<file path="src/rtl/dlb_pkg.sv">
// Package: constants and carrier types of the diagnostic LED blink generator
package dlb_pkg;

    // ------------------------------------------------------------
    // Widths
    // ------------------------------------------------------------
    localparam int DLB_ADR_W  = 8;
    localparam int DLB_DAT_W  = 32;
    localparam int DLB_CNT_W  = 4;
    localparam int DLB_TMR_W  = 10;
    localparam int DLB_TICK_W = 16;
    localparam int DLB_NOUT   = 10;
    localparam int DLB_NIRQ   = 3;

    // ------------------------------------------------------------
    // Register offsets (byte addresses)
    // ------------------------------------------------------------
    localparam logic [7:0] DLB_ADR_IRQ_STAT  = 8'h00;
    localparam logic [7:0] DLB_ADR_IRQ_CLR   = 8'h04;
    localparam logic [7:0] DLB_ADR_IRQ_EN    = 8'h08;
    localparam logic [7:0] DLB_ADR_FAULT     = 8'h0C;
    localparam logic [7:0] DLB_ADR_CPU_CODE  = 8'h10;

    // ------------------------------------------------------------
    // Field positions
    // ------------------------------------------------------------
    localparam int DLB_IRQ_COMM    = 0;
    localparam int DLB_IRQ_OUT     = 1;
    localparam int DLB_IRQ_INT     = 2;
    localparam int DLB_FLT_MULTI   = 10;
    localparam int DLB_FLT_SINGLE  = 11;
    localparam int DLB_FLT_SHUT    = 12;
    localparam int DLB_CPU_CODE_LO = 4;

    // ------------------------------------------------------------
    // Blink counts
    // ------------------------------------------------------------
    localparam logic [3:0] DLB_CODE_NONE   = 4'h0;
    localparam logic [3:0] DLB_CODE_MULTI  = 4'h1;
    localparam logic [3:0] DLB_CODE_SINGLE = 4'h3;

    // ------------------------------------------------------------
    // Default timing: divider length in clock cycles, phases in divider ticks
    // ------------------------------------------------------------
    localparam int DLB_TICK_CYC    = 25000;
    localparam int DLB_FLICK_TICKS = 25;
    localparam int DLB_FLICK_TOG   = 20;
    localparam int DLB_PULSE_TICKS = 250;
    localparam int DLB_GAP_TICKS   = 500;

    // ------------------------------------------------------------
    // Sequencer and top-level state
    // ------------------------------------------------------------
    typedef enum logic [2:0] {
        SEQ_IDLE,
        SEQ_FLICK,
        SEQ_GAP_A,
        SEQ_PULSE_A,
        SEQ_GAP_B,
        SEQ_PULSE_B,
        SEQ_GAP_END
    } dlb_seq_st_type;

    typedef struct packed {
        dlb_seq_st_type         st;
        logic [DLB_TMR_W-1:0]   tmr;
        logic [DLB_TMR_W-1:0]   num;
        logic [DLB_CNT_W-1:0]   a;
        logic [DLB_CNT_W-1:0]   b;
        logic                   led;
    } dlb_seq_type;

    typedef struct packed {
        logic [2:0]             sync;
        logic                   ack_lvl;
        logic                   multi;
        logic                   single;
        logic [DLB_NOUT-1:0]    out_lat;
        logic                   cpu1;
        logic                   cpu2;
        logic [DLB_CNT_W-1:0]   ecode;
        logic [DLB_CNT_W-1:0]   earg;
        logic [DLB_TICK_W-1:0]  tick_cnt;
        logic                   tick;
        logic [DLB_NIRQ-1:0]    irq_stat;
        logic [DLB_NIRQ-1:0]    irq_en;
        logic                   ack;
        logic [DLB_DAT_W-1:0]   dat;
        logic                   comm_led;
        logic                   out_led;
        logic                   int_led;
        logic                   code_led;
        logic                   irq;
        logic                   outs_en;
    } dlb_top_type;

endpackage

</file>
<file path="src/rtl/dlb_seq.sv">
// Blink sequencer: flicker start marker, then one or two slow pulse groups
`timescale 1ns/10ps
module dlb_seq
    import dlb_pkg::*;
#(
    parameter int FLICK_TICKS = DLB_FLICK_TICKS,
    parameter int FLICK_TOG   = DLB_FLICK_TOG,
    parameter int PULSE_TICKS = DLB_PULSE_TICKS,
    parameter int GAP_TICKS   = DLB_GAP_TICKS
) (
    input  wire logic                 clk_i,
    input  wire logic                 rst_i,
    input  wire logic                 tick_i,
    input  wire logic                 run_i,
    input  wire logic [DLB_CNT_W-1:0] cnt_a_i,
    input  wire logic [DLB_CNT_W-1:0] cnt_b_i,
    output logic                      led_o
);

    localparam logic [DLB_TMR_W-1:0] FLK = DLB_TMR_W'(FLICK_TICKS);
    localparam logic [DLB_TMR_W-1:0] TOG = DLB_TMR_W'(FLICK_TOG);
    localparam logic [DLB_TMR_W-1:0] PLS = DLB_TMR_W'(PULSE_TICKS);
    localparam logic [DLB_TMR_W-1:0] GAP = DLB_TMR_W'(GAP_TICKS);
    localparam logic [DLB_TMR_W-1:0] ONE = DLB_TMR_W'(1);

    dlb_seq_type s_q;
    dlb_seq_type s_d;
    logic        expire;

    assign expire = tick_i && (s_q.tmr <= ONE);
    assign led_o  = s_q.led;

    // ------------------------------------------------------------
    // Sequence engine
    // ------------------------------------------------------------
    always_comb begin
        s_d = s_q;
        if (!run_i) begin
            s_d.st  = SEQ_IDLE;
            s_d.led = 1'b0;
        end else if (s_q.st == SEQ_IDLE) begin
            s_d.st  = SEQ_FLICK;
            s_d.tmr = FLK;
            s_d.num = TOG;
            s_d.a   = cnt_a_i;
            s_d.b   = cnt_b_i;
            s_d.led = 1'b1;
        end else if (tick_i && !expire) begin
            s_d.tmr = s_q.tmr - ONE;
        end else if (expire) begin
            unique case (s_q.st)
                SEQ_FLICK: begin
                    if (s_q.num <= ONE) begin
                        s_d.st  = SEQ_GAP_A;
                        s_d.led = 1'b0;
                        s_d.tmr = GAP;
                    end else begin
                        s_d.num = s_q.num - ONE;
                        s_d.led = ~s_q.led;
                        s_d.tmr = FLK;
                    end
                end
                SEQ_GAP_A, SEQ_GAP_B: begin
                    s_d.st  = (s_q.st == SEQ_GAP_A) ? SEQ_PULSE_A : SEQ_PULSE_B;
                    s_d.num = DLB_TMR_W'((s_q.st == SEQ_GAP_A) ? s_q.a : s_q.b);
                    s_d.led = 1'b1;
                    s_d.tmr = PLS;
                end
                SEQ_PULSE_A, SEQ_PULSE_B: begin
                    if (s_q.led) begin
                        s_d.led = 1'b0;
                        if (s_q.num <= ONE) begin
                            s_d.st  = (s_q.st == SEQ_PULSE_A && s_q.b != DLB_CODE_NONE) ?
                                      SEQ_GAP_B : SEQ_GAP_END;
                            s_d.tmr = GAP;
                        end else begin
                            s_d.tmr = PLS;
                        end
                    end else begin
                        s_d.led = 1'b1;
                        s_d.num = s_q.num - ONE;
                        s_d.tmr = PLS;
                    end
                end
                SEQ_GAP_END: begin
                    s_d.st  = SEQ_FLICK;
                    s_d.tmr = FLK;
                    s_d.num = TOG;
                    s_d.a   = cnt_a_i;
                    s_d.b   = cnt_b_i;
                    s_d.led = 1'b1;
                end
                default: begin
                    s_d.st  = SEQ_IDLE;
                    s_d.led = 1'b0;
                end
            endcase
        end
    end

    always_ff @(posedge clk_i) begin
        if (rst_i) begin
            s_q <= '0;
        end else begin
            s_q <= s_d;
        end
    end

    // ------------------------------------------------------------
    // Checks
    // ------------------------------------------------------------
    chk_flick_then_gap: assert property (@(posedge clk_i) disable iff (rst_i)
        (run_i && expire && s_q.st == SEQ_FLICK && s_q.num <= ONE)
        |=> (s_q.st == SEQ_GAP_A && !led_o))
        else $error("flicker did not end in a dark gap");

    chk_seq_restart: assert property (@(posedge clk_i) disable iff (rst_i)
        (run_i && expire && s_q.st == SEQ_GAP_END)
        |=> (s_q.st == SEQ_FLICK && led_o))
        else $error("sequence did not restart with flicker");

endmodule

</file>
<file path="src/rtl/dlb_top.sv">
// Top: diagnostic LED blink code generator with Wishbone registers
`timescale 1ns/10ps
// Function
// Comm LED steady when link healthy
// Multiple connections down: flicker plus one pulse
// Single connection down: flicker plus three
// Ack falling edge clears comm errors
// Channel n current fault: n pulses
// Field voltage low 5, high 6
// Temperature low 7, high 8
// Temperature difference: 9 pulses
// Output circuit fault: 10 pulses
// Output faults held until power cycle
// Internal fault LED; code LED shows source; code LED stays dark when only the second supervisor CPU faults
// Processor fault forces permanent output shutdown
// Code: flicker, error code, error argument
// Code sequence repeats from flicker forever
// Blink timing set by parameters
// Lowest active output code shown first
module dlb_top
    import dlb_pkg::*;
#(
    parameter int TICK_CYC    = DLB_TICK_CYC,
    parameter int FLICK_TICKS = DLB_FLICK_TICKS,
    parameter int FLICK_TOG   = DLB_FLICK_TOG,
    parameter int PULSE_TICKS = DLB_PULSE_TICKS,
    parameter int GAP_TICKS   = DLB_GAP_TICKS
) (
    input  wire logic                  clk_i,
    input  wire logic                  rst_i,
    input  wire logic                  wb_cyc_i,
    input  wire logic                  wb_stb_i,
    input  wire logic                  wb_we_i,
    input  wire logic [DLB_ADR_W-1:0]  wb_adr_i,
    input  wire logic [3:0]            wb_sel_i,
    input  wire logic [DLB_DAT_W-1:0]  wb_dat_i,
    output logic [DLB_DAT_W-1:0]       wb_dat_o,
    output logic                       wb_ack_o,
    input  wire logic                  conn_multi_fault_i,
    input  wire logic                  conn_single_fault_i,
    input  wire logic                  err_ack_i,
    input  wire logic [3:0]            chan_current_fault_i,
    input  wire logic                  field_volt_low_i,
    input  wire logic                  field_volt_high_i,
    input  wire logic                  temp_low_i,
    input  wire logic                  temp_high_i,
    input  wire logic                  temp_diff_i,
    input  wire logic                  out_circuit_fault_i,
    input  wire logic                  first_supervisor_cpu_fault_i,
    input  wire logic                  second_supervisor_cpu_fault_i,
    input  wire logic [DLB_CNT_W-1:0]  cpu_err_code_i,
    input  wire logic [DLB_CNT_W-1:0]  cpu_err_arg_i,
    output logic                       comm_status_led_o,
    output logic                       output_status_led_o,
    output logic                       internal_fault_led_o,
    output logic                       fault_code_led_o,
    output logic                       outputs_enable_o,
    output logic                       irq_o
);

    localparam logic [DLB_TICK_W-1:0] TICK_LAST = DLB_TICK_W'(TICK_CYC - 1);

    // ------------------------------------------------------------
    // Lowest active output fault code
    // ------------------------------------------------------------
    function automatic logic [DLB_CNT_W-1:0] lowest_code(input logic [DLB_NOUT-1:0] f);
        logic [DLB_CNT_W-1:0] c;
        c = DLB_CODE_NONE;
        for (int i = DLB_NOUT - 1; i >= 0; i--) begin
            if (f[i]) begin
                c = DLB_CNT_W'(i + 1);
            end
        end
        return c;
    endfunction

    dlb_top_type          t_q;
    dlb_top_type          t_d;
    logic                 ack_fall;
    logic                 comm_run;
    logic [DLB_CNT_W-1:0] comm_cnt;
    logic [DLB_CNT_W-1:0] out_cnt;
    logic [DLB_NOUT-1:0]  out_now;
    logic [DLB_NIRQ-1:0]  irq_ev;
    logic                 comm_seq_led;
    logic                 out_seq_led;
    logic                 code_seq_led;
    logic                 wr_hit;
    logic [DLB_DAT_W-1:0] rd_val;

    // ------------------------------------------------------------
    // Fault decode
    // ------------------------------------------------------------
    assign out_now  = {out_circuit_fault_i, temp_diff_i, temp_high_i, temp_low_i,
                       field_volt_high_i, field_volt_low_i, chan_current_fault_i};
    assign ack_fall = t_q.ack_lvl && !t_q.sync[1] && !t_q.sync[2];
    assign comm_run = t_q.multi || t_q.single;
    assign comm_cnt = t_q.multi ? DLB_CODE_MULTI : DLB_CODE_SINGLE;
    assign out_cnt  = lowest_code(t_q.out_lat);
    assign wr_hit   = wb_cyc_i && wb_stb_i && wb_we_i && t_q.ack && wb_sel_i[0];

    always_comb begin
        rd_val = '0;
        unique case (wb_adr_i)
            DLB_ADR_IRQ_STAT: rd_val[DLB_NIRQ-1:0] = t_q.irq_stat;
            DLB_ADR_IRQ_EN:   rd_val[DLB_NIRQ-1:0] = t_q.irq_en;
            DLB_ADR_FAULT: begin
                rd_val[DLB_NOUT-1:0]  = t_q.out_lat;
                rd_val[DLB_FLT_MULTI]  = t_q.multi;
                rd_val[DLB_FLT_SINGLE] = t_q.single;
                rd_val[DLB_FLT_SHUT]   = t_q.cpu1 || t_q.cpu2;
            end
            DLB_ADR_CPU_CODE: begin
                rd_val[DLB_CNT_W-1:0] = t_q.earg;
                rd_val[DLB_CPU_CODE_LO +: DLB_CNT_W] = t_q.ecode;
            end
            default: rd_val = '0;
        endcase
    end

    // ------------------------------------------------------------
    // Next state
    // ------------------------------------------------------------
    always_comb begin
        t_d = t_q;
        t_d.sync = {t_q.sync[1:0], err_ack_i};
        if (t_q.sync[1] == t_q.sync[2]) begin
            t_d.ack_lvl = t_q.sync[2];
        end
        t_d.multi  = conn_multi_fault_i || (t_q.multi && !ack_fall);
        t_d.single = conn_single_fault_i || (t_q.single && !ack_fall);
        t_d.out_lat = t_q.out_lat | out_now;
        t_d.cpu1 = t_q.cpu1 || first_supervisor_cpu_fault_i;
        t_d.cpu2 = t_q.cpu2 || second_supervisor_cpu_fault_i;
        if (first_supervisor_cpu_fault_i && !t_q.cpu1) begin
            t_d.ecode = cpu_err_code_i;
            t_d.earg  = cpu_err_arg_i;
        end
        // Tick divider
        t_d.tick = 1'b0;
        if (t_q.tick_cnt >= TICK_LAST) begin
            t_d.tick_cnt = '0;
            t_d.tick     = 1'b1;
        end else begin
            t_d.tick_cnt = t_q.tick_cnt + DLB_TICK_W'(1);
        end
        // Events and interrupt
        irq_ev = '0;
        irq_ev[DLB_IRQ_COMM] = t_d.multi && !t_q.multi || t_d.single && !t_q.single;
        irq_ev[DLB_IRQ_OUT]  = |(out_now & ~t_q.out_lat);
        irq_ev[DLB_IRQ_INT]  = (t_d.cpu1 || t_d.cpu2) && !(t_q.cpu1 || t_q.cpu2);
        t_d.irq_stat = t_q.irq_stat | irq_ev;
        if (wr_hit && wb_adr_i == DLB_ADR_IRQ_CLR) begin
            t_d.irq_stat = (t_q.irq_stat & ~wb_dat_i[DLB_NIRQ-1:0]) | irq_ev;
        end
        if (wr_hit && wb_adr_i == DLB_ADR_IRQ_EN) begin
            t_d.irq_en = wb_dat_i[DLB_NIRQ-1:0];
        end
        t_d.irq = |(t_q.irq_stat & t_q.irq_en);
        // Wishbone slave
        t_d.ack = wb_cyc_i && wb_stb_i && !t_q.ack;
        t_d.dat = rd_val;
        // LEDs and output gate
        t_d.comm_led = comm_run ? comm_seq_led : 1'b1;
        t_d.out_led  = out_seq_led;
        t_d.int_led  = t_q.cpu1 || t_q.cpu2;
        t_d.code_led = t_q.cpu1 && code_seq_led;
        t_d.outs_en  = !(t_q.cpu1 || t_q.cpu2);
    end

    always_ff @(posedge clk_i) begin
        if (rst_i) begin
            t_q <= '0;
        end else begin
            t_q <= t_d;
        end
    end

    assign wb_ack_o             = t_q.ack;
    assign wb_dat_o             = t_q.dat;
    assign comm_status_led_o    = t_q.comm_led;
    assign output_status_led_o  = t_q.out_led;
    assign internal_fault_led_o = t_q.int_led;
    assign fault_code_led_o     = t_q.code_led;
    assign outputs_enable_o     = t_q.outs_en;
    assign irq_o                = t_q.irq;

    // ------------------------------------------------------------
    // Sequencers
    // ------------------------------------------------------------
    dlb_seq #(
        .FLICK_TICKS (FLICK_TICKS),
        .FLICK_TOG   (FLICK_TOG),
        .PULSE_TICKS (PULSE_TICKS),
        .GAP_TICKS   (GAP_TICKS)
    ) u_comm_seq (
        .clk_i   (clk_i),
        .rst_i   (rst_i),
        .tick_i  (t_q.tick),
        .run_i   (comm_run),
        .cnt_a_i (comm_cnt),
        .cnt_b_i (DLB_CODE_NONE),
        .led_o   (comm_seq_led)
    );

    dlb_seq #(
        .FLICK_TICKS (FLICK_TICKS),
        .FLICK_TOG   (FLICK_TOG),
        .PULSE_TICKS (PULSE_TICKS),
        .GAP_TICKS   (GAP_TICKS)
    ) u_out_seq (
        .clk_i   (clk_i),
        .rst_i   (rst_i),
        .tick_i  (t_q.tick),
        .run_i   (|t_q.out_lat),
        .cnt_a_i (out_cnt),
        .cnt_b_i (DLB_CODE_NONE),
        .led_o   (out_seq_led)
    );

    dlb_seq #(
        .FLICK_TICKS (FLICK_TICKS),
        .FLICK_TOG   (FLICK_TOG),
        .PULSE_TICKS (PULSE_TICKS),
        .GAP_TICKS   (GAP_TICKS)
    ) u_code_seq (
        .clk_i   (clk_i),
        .rst_i   (rst_i),
        .tick_i  (t_q.tick),
        .run_i   (t_q.cpu1),
        .cnt_a_i (t_q.ecode),
        .cnt_b_i (t_q.earg),
        .led_o   (code_seq_led)
    );

    // ------------------------------------------------------------
    // Checks
    // ------------------------------------------------------------
    chk_comm_steady_on: assert property (@(posedge clk_i) disable iff (rst_i)
        (!rst_i && !t_q.multi && !t_q.single) |=> comm_status_led_o)
        else $error("comm LED not steady while healthy");

    chk_comm_multi_set: assert property (@(posedge clk_i) disable iff (rst_i)
        conn_multi_fault_i |=> (t_q.multi && comm_cnt == DLB_CODE_MULTI))
        else $error("multi connection fault not shown as one pulse");

    chk_comm_single_cnt: assert property (@(posedge clk_i) disable iff (rst_i)
        (t_q.single && !t_q.multi) |-> comm_cnt == DLB_CODE_SINGLE)
        else $error("single connection fault not three pulses");

    chk_ack_clears: assert property (@(posedge clk_i) disable iff (rst_i)
        (ack_fall && !conn_multi_fault_i && !conn_single_fault_i)
        |=> (!t_q.multi && !t_q.single))
        else $error("ack falling edge did not clear comm errors");

    chk_chan_code: assert property (@(posedge clk_i) disable iff (rst_i)
        chan_current_fault_i[0] |=> out_cnt == 4'h1)
        else $error("channel 1 fault not shown first");

    chk_field_code: assert property (@(posedge clk_i) disable iff (rst_i)
        (t_q.out_lat[5:0] == 6'h20) |-> out_cnt == 4'h6)
        else $error("field voltage high code wrong");

    chk_out_hold: assert property (@(posedge clk_i) disable iff (rst_i)
        ##1 ((t_q.out_lat & $past(t_q.out_lat)) == $past(t_q.out_lat)))
        else $error("output fault released before power cycle");

    chk_code_led_dark: assert property (@(posedge clk_i) disable iff (rst_i)
        (t_q.cpu2 && !t_q.cpu1) |=> (!fault_code_led_o && internal_fault_led_o))
        else $error("second cpu fault shown wrongly");

    chk_shutdown: assert property (@(posedge clk_i) disable iff (rst_i)
        (first_supervisor_cpu_fault_i || second_supervisor_cpu_fault_i)
        |-> ##2 !outputs_enable_o[*3])
        else $error("outputs not shut down after cpu fault");

    chk_bus_ack: assert property (@(posedge clk_i) disable iff (rst_i)
        (wb_cyc_i && wb_stb_i && !wb_ack_o) |=> wb_ack_o ##1 !wb_ack_o)
        else $error("bus ack timing wrong");

    cov_comm_blink: cover property (@(posedge clk_i) disable iff (rst_i)
        t_q.multi ##1 ack_fall);
    cov_out_fault: cover property (@(posedge clk_i) disable iff (rst_i)
        $rose(|t_q.out_lat));
    cov_cpu_fault: cover property (@(posedge clk_i) disable iff (rst_i)
        $rose(t_q.cpu1) ##[1:50] fault_code_led_o);

endmodule

</file>
<file path="config.mk">
export PLATFORM = sky130hd
export DESIGN_NAME = dlb_top
export DESIGN_NICKNAME = d
export VERILOG_FILES = /design/src/rtl/dlb_pkg.sv /design/src/rtl/dlb_seq.sv /design/src/rtl/dlb_top.sv
export SDC_FILE = /design/constraint.sdc
export NUM_CORES = 1
export LEC_CHECK = 0
export BUFFER_PORTS_ARGS = -buffer_cell sky130_fd_sc_hd__buf_4
export CORE_ASPECT_RATIO = 1.2
export CORE_MARGIN = 8
export CORE_UTILIZATION = 35
export CTS_BUF_LIST = sky130_fd_sc_hd__clkbuf_4 sky130_fd_sc_hd__clkbuf_8
export DETAILED_ROUTE_END_ITERATION = 10
export GPL_ROUTABILITY_DRIVEN = 0
export RECOVER_POWER = 100
export SETUP_SLACK_MARGIN = 0.02
export SYNTH_ARGS = -nofsm -noshare
export SYNTH_HDL_FRONTEND = slang
export SYNTH_SLANG_ARGS = --single-unit
</file>
<file path="constraint.sdc">
create_clock -name clk_i -period 2.6 [get_ports clk_i]
set_input_delay 0.26 -clock clk_i [delete_from_list [all_inputs] [get_ports clk_i]]
set_output_delay 0.26 -clock clk_i [all_outputs]
set_load 0.01 [all_outputs]
</file>
# Yosys cells after proc, flatten, opt, wreduce, memory -nomap -nowiden
# Cells that the tools add are included.
dict set report totals {
  regBits 184
  input_bits 72
  out_inout_bits 39
  word_cells 312
}
dict set report op_classes {
  add_sub_neg 7
  order_cmp 7
  eq_ne 50
  mux 82
  n_bitwise 18
  n_reduce_logical 104
}
# op count
set op_table {}
lappend op_table {{20-bit case mux with 4 select lines} 3}
lappend op_table {{30-bit 2-to-1 mux} 6}
lappend op_table {{10-bit 2-to-1 mux} 12}
lappend op_table {{10-bit by 1-bit <= comparator with 1-bit output (second input constant)} 6}
lappend op_table {{10-bit by 1-bit subtractor with 10-bit output (second input constant)} 6}
lappend op_table {{19-bit 2-to-1 mux} 3}
lappend op_table {{9-bit 2-to-1 mux} 6}
lappend op_table {{4-bit 2-to-1 mux} 13}
lappend op_table {{3-bit case mux with 4 select lines} 4}
lappend op_table {{3-bit 2-to-1 mux} 13}
lappend op_table {{5-bit AND reduction} 6}
lappend op_table {{3-bit equality test (second input constant)} 9}
lappend op_table {{3-bit by 1-bit inequality test with 1-bit output (second input constant)} 9}
lappend op_table {{1-bit logical AND} 25}
lappend op_table {{8-bit 2-to-1 mux} 3}
lappend op_table {{2-bit by 1-bit inequality test with 1-bit output (second input constant)} 12}
lappend op_table {{2-bit OR reduction} 11}
lappend op_table {{3-bit OR reduction} 7}
lappend op_table {{10-bit OR reduction} 2}
lappend op_table {{3-bit by 2-bit equality test with 1-bit output (second input constant)} 6}
lappend op_table {{6-bit AND reduction} 3}
lappend op_table {{6-bit nonzero test} 3}
lappend op_table {{16-bit by 1-bit adder with 16-bit output (second input constant)} 1}
lappend op_table {{8-bit by 4-bit equality test with 1-bit output (second input constant)} 2}
lappend op_table {{29 further kinds} 97}

# Longest topological paths before layout
dict set report depth {
  word_depth 14
  mapped_depth 11
  mapped_depth_nobuf 8
}

# Modules after synthesis
# Synthesis repeated with hierarchy kept, for this count alone.
dict set report hier_totals {
  cells_unflattened 1152
  hier_area_um2 9397.8
}
# module n_inst cells_per_inst area_per_inst_um2 seq_area_each_um2
set modules_own_cells {}
lappend modules_own_cells {dlb_seq 3 272 2154.6 640.6}
lappend modules_own_cells {dlb_top 1 336 2934.1 1381.3}

# Least setup slack after synthesis
# No wires, ideal clock.
dict set report synth_path {
  kind {flip-flop to flip-flop}
  start {register u_out_seq.s_q[25] in the netlist's numbering}
  end {register u_out_seq.s_q[15] in the netlist's numbering}
  setup_ps 71
  arrival_time_ps 2544
  t_required_ps 2529
  path_slack_ps -15
  path_stages_with_launch 8
  n_path_buf 1
  synth_period_minus_slack_ps 2615
  cell_sequence {dfxtp_1 or4_4 nor4_4 a21boi_2 or3_1 buf_2 or4_1 a21oi_1}
}
dict set report synth_between {
  elab_chain_cells 6
  elab_cells_between_ends 7
  classes_between {order compare: 1; eq/ne: 1; reduce/logical: 5}
}
# item line
set synth_lines {}
lappend synth_lines {{start, declared} dlb_seq.sv:26} ;# dlb_seq_type s_q;
lappend synth_lines {{start signal, assigned} dlb_seq.sv:103} ;# s_q <= '0;
lappend synth_lines {{start signal, assigned} dlb_seq.sv:105} ;# s_q <= s_d;
lappend synth_lines {{10-bit by 1-bit <= comparator with 1-bit output *} dlb_seq.sv:30} ;# assign expire = tick_i && (s_q.tmr <= ONE);
lappend synth_lines {{1-bit logical AND *} dlb_seq.sv:30}
lappend synth_lines {{1-bit zero test} dlb_seq.sv:48} ;# end else if (tick_i && !expire) begin
lappend synth_lines {{1-bit logical AND} dlb_seq.sv:48}
lappend synth_lines {{2-bit by 1-bit inequality test with 1-bit output (no line)} --}
lappend synth_lines {{6-bit AND reduction (no line) *} --}
# Every way passes the cells marked *; elsewhere a longest branch is shown, timed or not.
# A chain may end at the register's enable or synchronous reset.

# Final worst setup path
dict set report layout_path {
  start {register u_out_seq.s_q[25] in the netlist's numbering}
  end {register u_out_seq.s_q[17] in the netlist's numbering}
}
# Same word-level chain as after synthesis.

==> results.ini <==
[finish]
seqCellArea_um2 = 3110
num-nets-final = 1210
finish.utilization = 0.414
area_growth_pct = 17.5
n_antenna_cell = 0
fillers = 2373
drive_above_1_share = 0.140
multi_input_area_um2 = 4530

[setup_path]
critical_path_class = register to register
required_ns = 3.00
cp-start-kind = register
r2r_slack_ns = 0.13
arrival_ns = 2.87
critPathMaxFanout = 8
crit_path_end_kind = register

[yosys]
ys_warn_count = 0
synthCells = 1027
ys_types = 71
avgSynthCellArea_um2 = 7.88
synth_area_leaders = dfxtp_1 38%, nor2_1 7.2%, a21oi_1 4.9%, nand2_1 3.3%, mux2i_1 3.1%
synth_top_area_frac = 0.383
synthesis.area_um2 = 8100
seq_area_frac_synth = 0.383
synth_edf_count = 0
synth_common_cells = 155 x dfxtp_1, 155 x nor2_1, 79 x a21oi_1
yosysTopAreaCell = dfxtp_1
ys.flop_type = dfxtp_1
synth_async_sr_flop_share = 0
ys_ff_latch = 155

[pwr]
power_density_nw_per_um2 = 626
total_power_w = 0.00596
power_leakage_nw = 3.66
vdd_drop_max_mv = 0.362

[floorplan]
initial_core_util = 0.352
coreArea_um2 = 23000
io_pins = 111
dieHeight_um = 183
die_w_um = 155
die-area_um2 = 28300
row_count = 61

[route]
wl_per_cell_um = 14.4
first_pass_iters = 5
vias = 7569
ant_nets = 0
drt_iter0_markers = 465
drt-total-wl_um = 20900
vias_per_cell = 5.21
post-route-drc-count = 0

[global_routing]
grt_pass1_wl_um = 34600
grt_pass1_vias = 7256
antenna_found_initial = 0
grt.total_usage = 0.147
grt_max_degree = 30
overflow = 0

[clock_tree]
cts_root_buf = clkbuf_8
clk_latency_ns = 0.45
cts.path.max_buffers = 2
cts_sinks = 155
htree_levels = 4
cts_buffers = 17
clkTransAtPathRegs_ns = 0.09
cts_tree = done

[timing]
skew_ns = 0.0145
post-route-min-period_ns = 2.47
report.final.slew_viol_count = 0
finalSetupViolations = 0
worst_slack_ns = 0.129
worstMarginPinSlew_ns = 1.02
fin_crit_sh = 0.950
finalHoldViolations = 0
slew_headroom = 0.319
max_freq_ghz = 0.405
rsz0062_at_grt = no

[placement]
dpl.hpwl_um = 15200
pre_cts_ws_ns = 0.0152
portBuffers = 59

[outcome]
status = complete, no violations

[min_path]
min_path_type = input pin to register

[run]
drv_cap = 0

repair_timing:
action                     in CTS  in global routing
pin swaps                       0                  5
resized for setup               1                 11
setup buffers                   0                  4
hold endpoints to repair       14                  0
hold buffers                   13                  0
setup endpoints to repair       2                 17
layout make-up:
cell class | count | area share
tap | 315 | 0.0414
sequential | 155 | 0.326
inverter | 39 | 0.0154
multi-input combinational | 771 | 0.476
timing repair buffer | 141 | 0.0986
clock buffer | 17 | 0.0246
clock inverter | 15 | 0.0180
layer usage:
layer | vias up | track usage | part of all wire
li1 | 3859 | - | -
met1 | 3517 | 0.168 | 0.44
met2 | 161 | 0.264 | 0.50
met3 | 32 | 0.0277 | 0.036
met4 | 0 | 0.0640 | 0.024
met5 | - | 0 | 0
flip-flops by register name, indices dropped and copies added (netlist names):
register,cells
t_q,47
u_code_seq.s_q,31
u_out_seq.s_q,27
u_comm_seq.s_q,25
wb_dat_o,13
t_d,2
comm_status_led_o,1
fault_code_led_o,1
internal_fault_led_o,1
irq_o,1
output_status_led_o,1
outputs_enable_o,1
u_code_seq.led_o,1
u_comm_seq.led_o,1
u_out_seq.led_o,1
wb_ack_o,1
logic make-up (layout without fill, tap and decap cells):
group / count (synthesis) / after routing / synth area share
AND/OR/NAND/NOR: 433 / 433 / 0.264
AO/OA/AOI/OAI: 259 / 259 / 0.206
flip-flops: 155 / 155 / 0.383
buffers and inverters: 120 / 212 / 0.0709
multiplexers: 29 / 29 / 0.0365
XOR/XNOR: 17 / 17 / 0.0184
adder cells (fa/ha/maj): 13 / 13 / 0.0201
other: 1 / 20 / 0.000463
worst max-delay path: stages (launching register included):
cell	delay [ns]
dfxtp_1	0.32
or4_4	0.57
nor4_4	0.40
a21boi_2	0.11
or3_4	0.39
or4_4	0.49
a21oi_2	0.13
power breakdown:
part	internal (W)	switching [W]
clock	0.000887	0.000998
sequential	0.00252	0.000137
combinational	0.000604	0.000813
total	0.00401	0.00195
final timing paths:
path                                  start                              to  cells after the start
max          u_out_seq.s_q[25]$_SDFFE_PP0P_  u_out_seq.s_q[17]$_SDFFE_PP0P_                      6
min            first_supervisor_cpu_fault_i              t_q[71]$_SDFF_PP0_                      3
max reg2reg  u_out_seq.s_q[25]$_SDFFE_PP0P_  u_out_seq.s_q[17]$_SDFFE_PP0P_                      6
min reg2reg             wb_ack_o$_SDFF_PP0_             wb_ack_o$_SDFF_PP0_                      1
metrics by stage:
step                cell area (um2)  cells  hold WS (ns)  TNS (ns)
global placement               9070   1404         0.436         0
global route                   9520   1453        0.0224         0
detailed placement             9070   1404         0.446         0
finish                         9520   1453        0.0402         0
floorplan                      8170   1046         0.376  -0.00450
CTS                            9610   1449       0.00273         0
cell usage in the layout (no fill, tap or decap), types with 9 or more instances in the layout:
cell	count
or3_1	11
nor4_1	22
a211oi_1	15
dfxtp_1	153
or4_1	17
a31oi_1	21
nor2_1	153
xor2_1	9
conb_1	20
clkbuf_8	17
nor3_1	42
nand2_1	71
nand4_1	11
a311oi_1	9
o21ai_0	47
mux2i_1	25
ha_1	13
clkbuf_1	38
o31ai_1	12
a21oi_1	78
and3_1	10
inv_1	37
inv_6	9
or2_2	11
buf_4	83
nand3_1	27
nor2b_1	11
nand2b_1	12
dlygate4sd3_1	13
No activity file was read; power rests on OpenSTA's default activity.
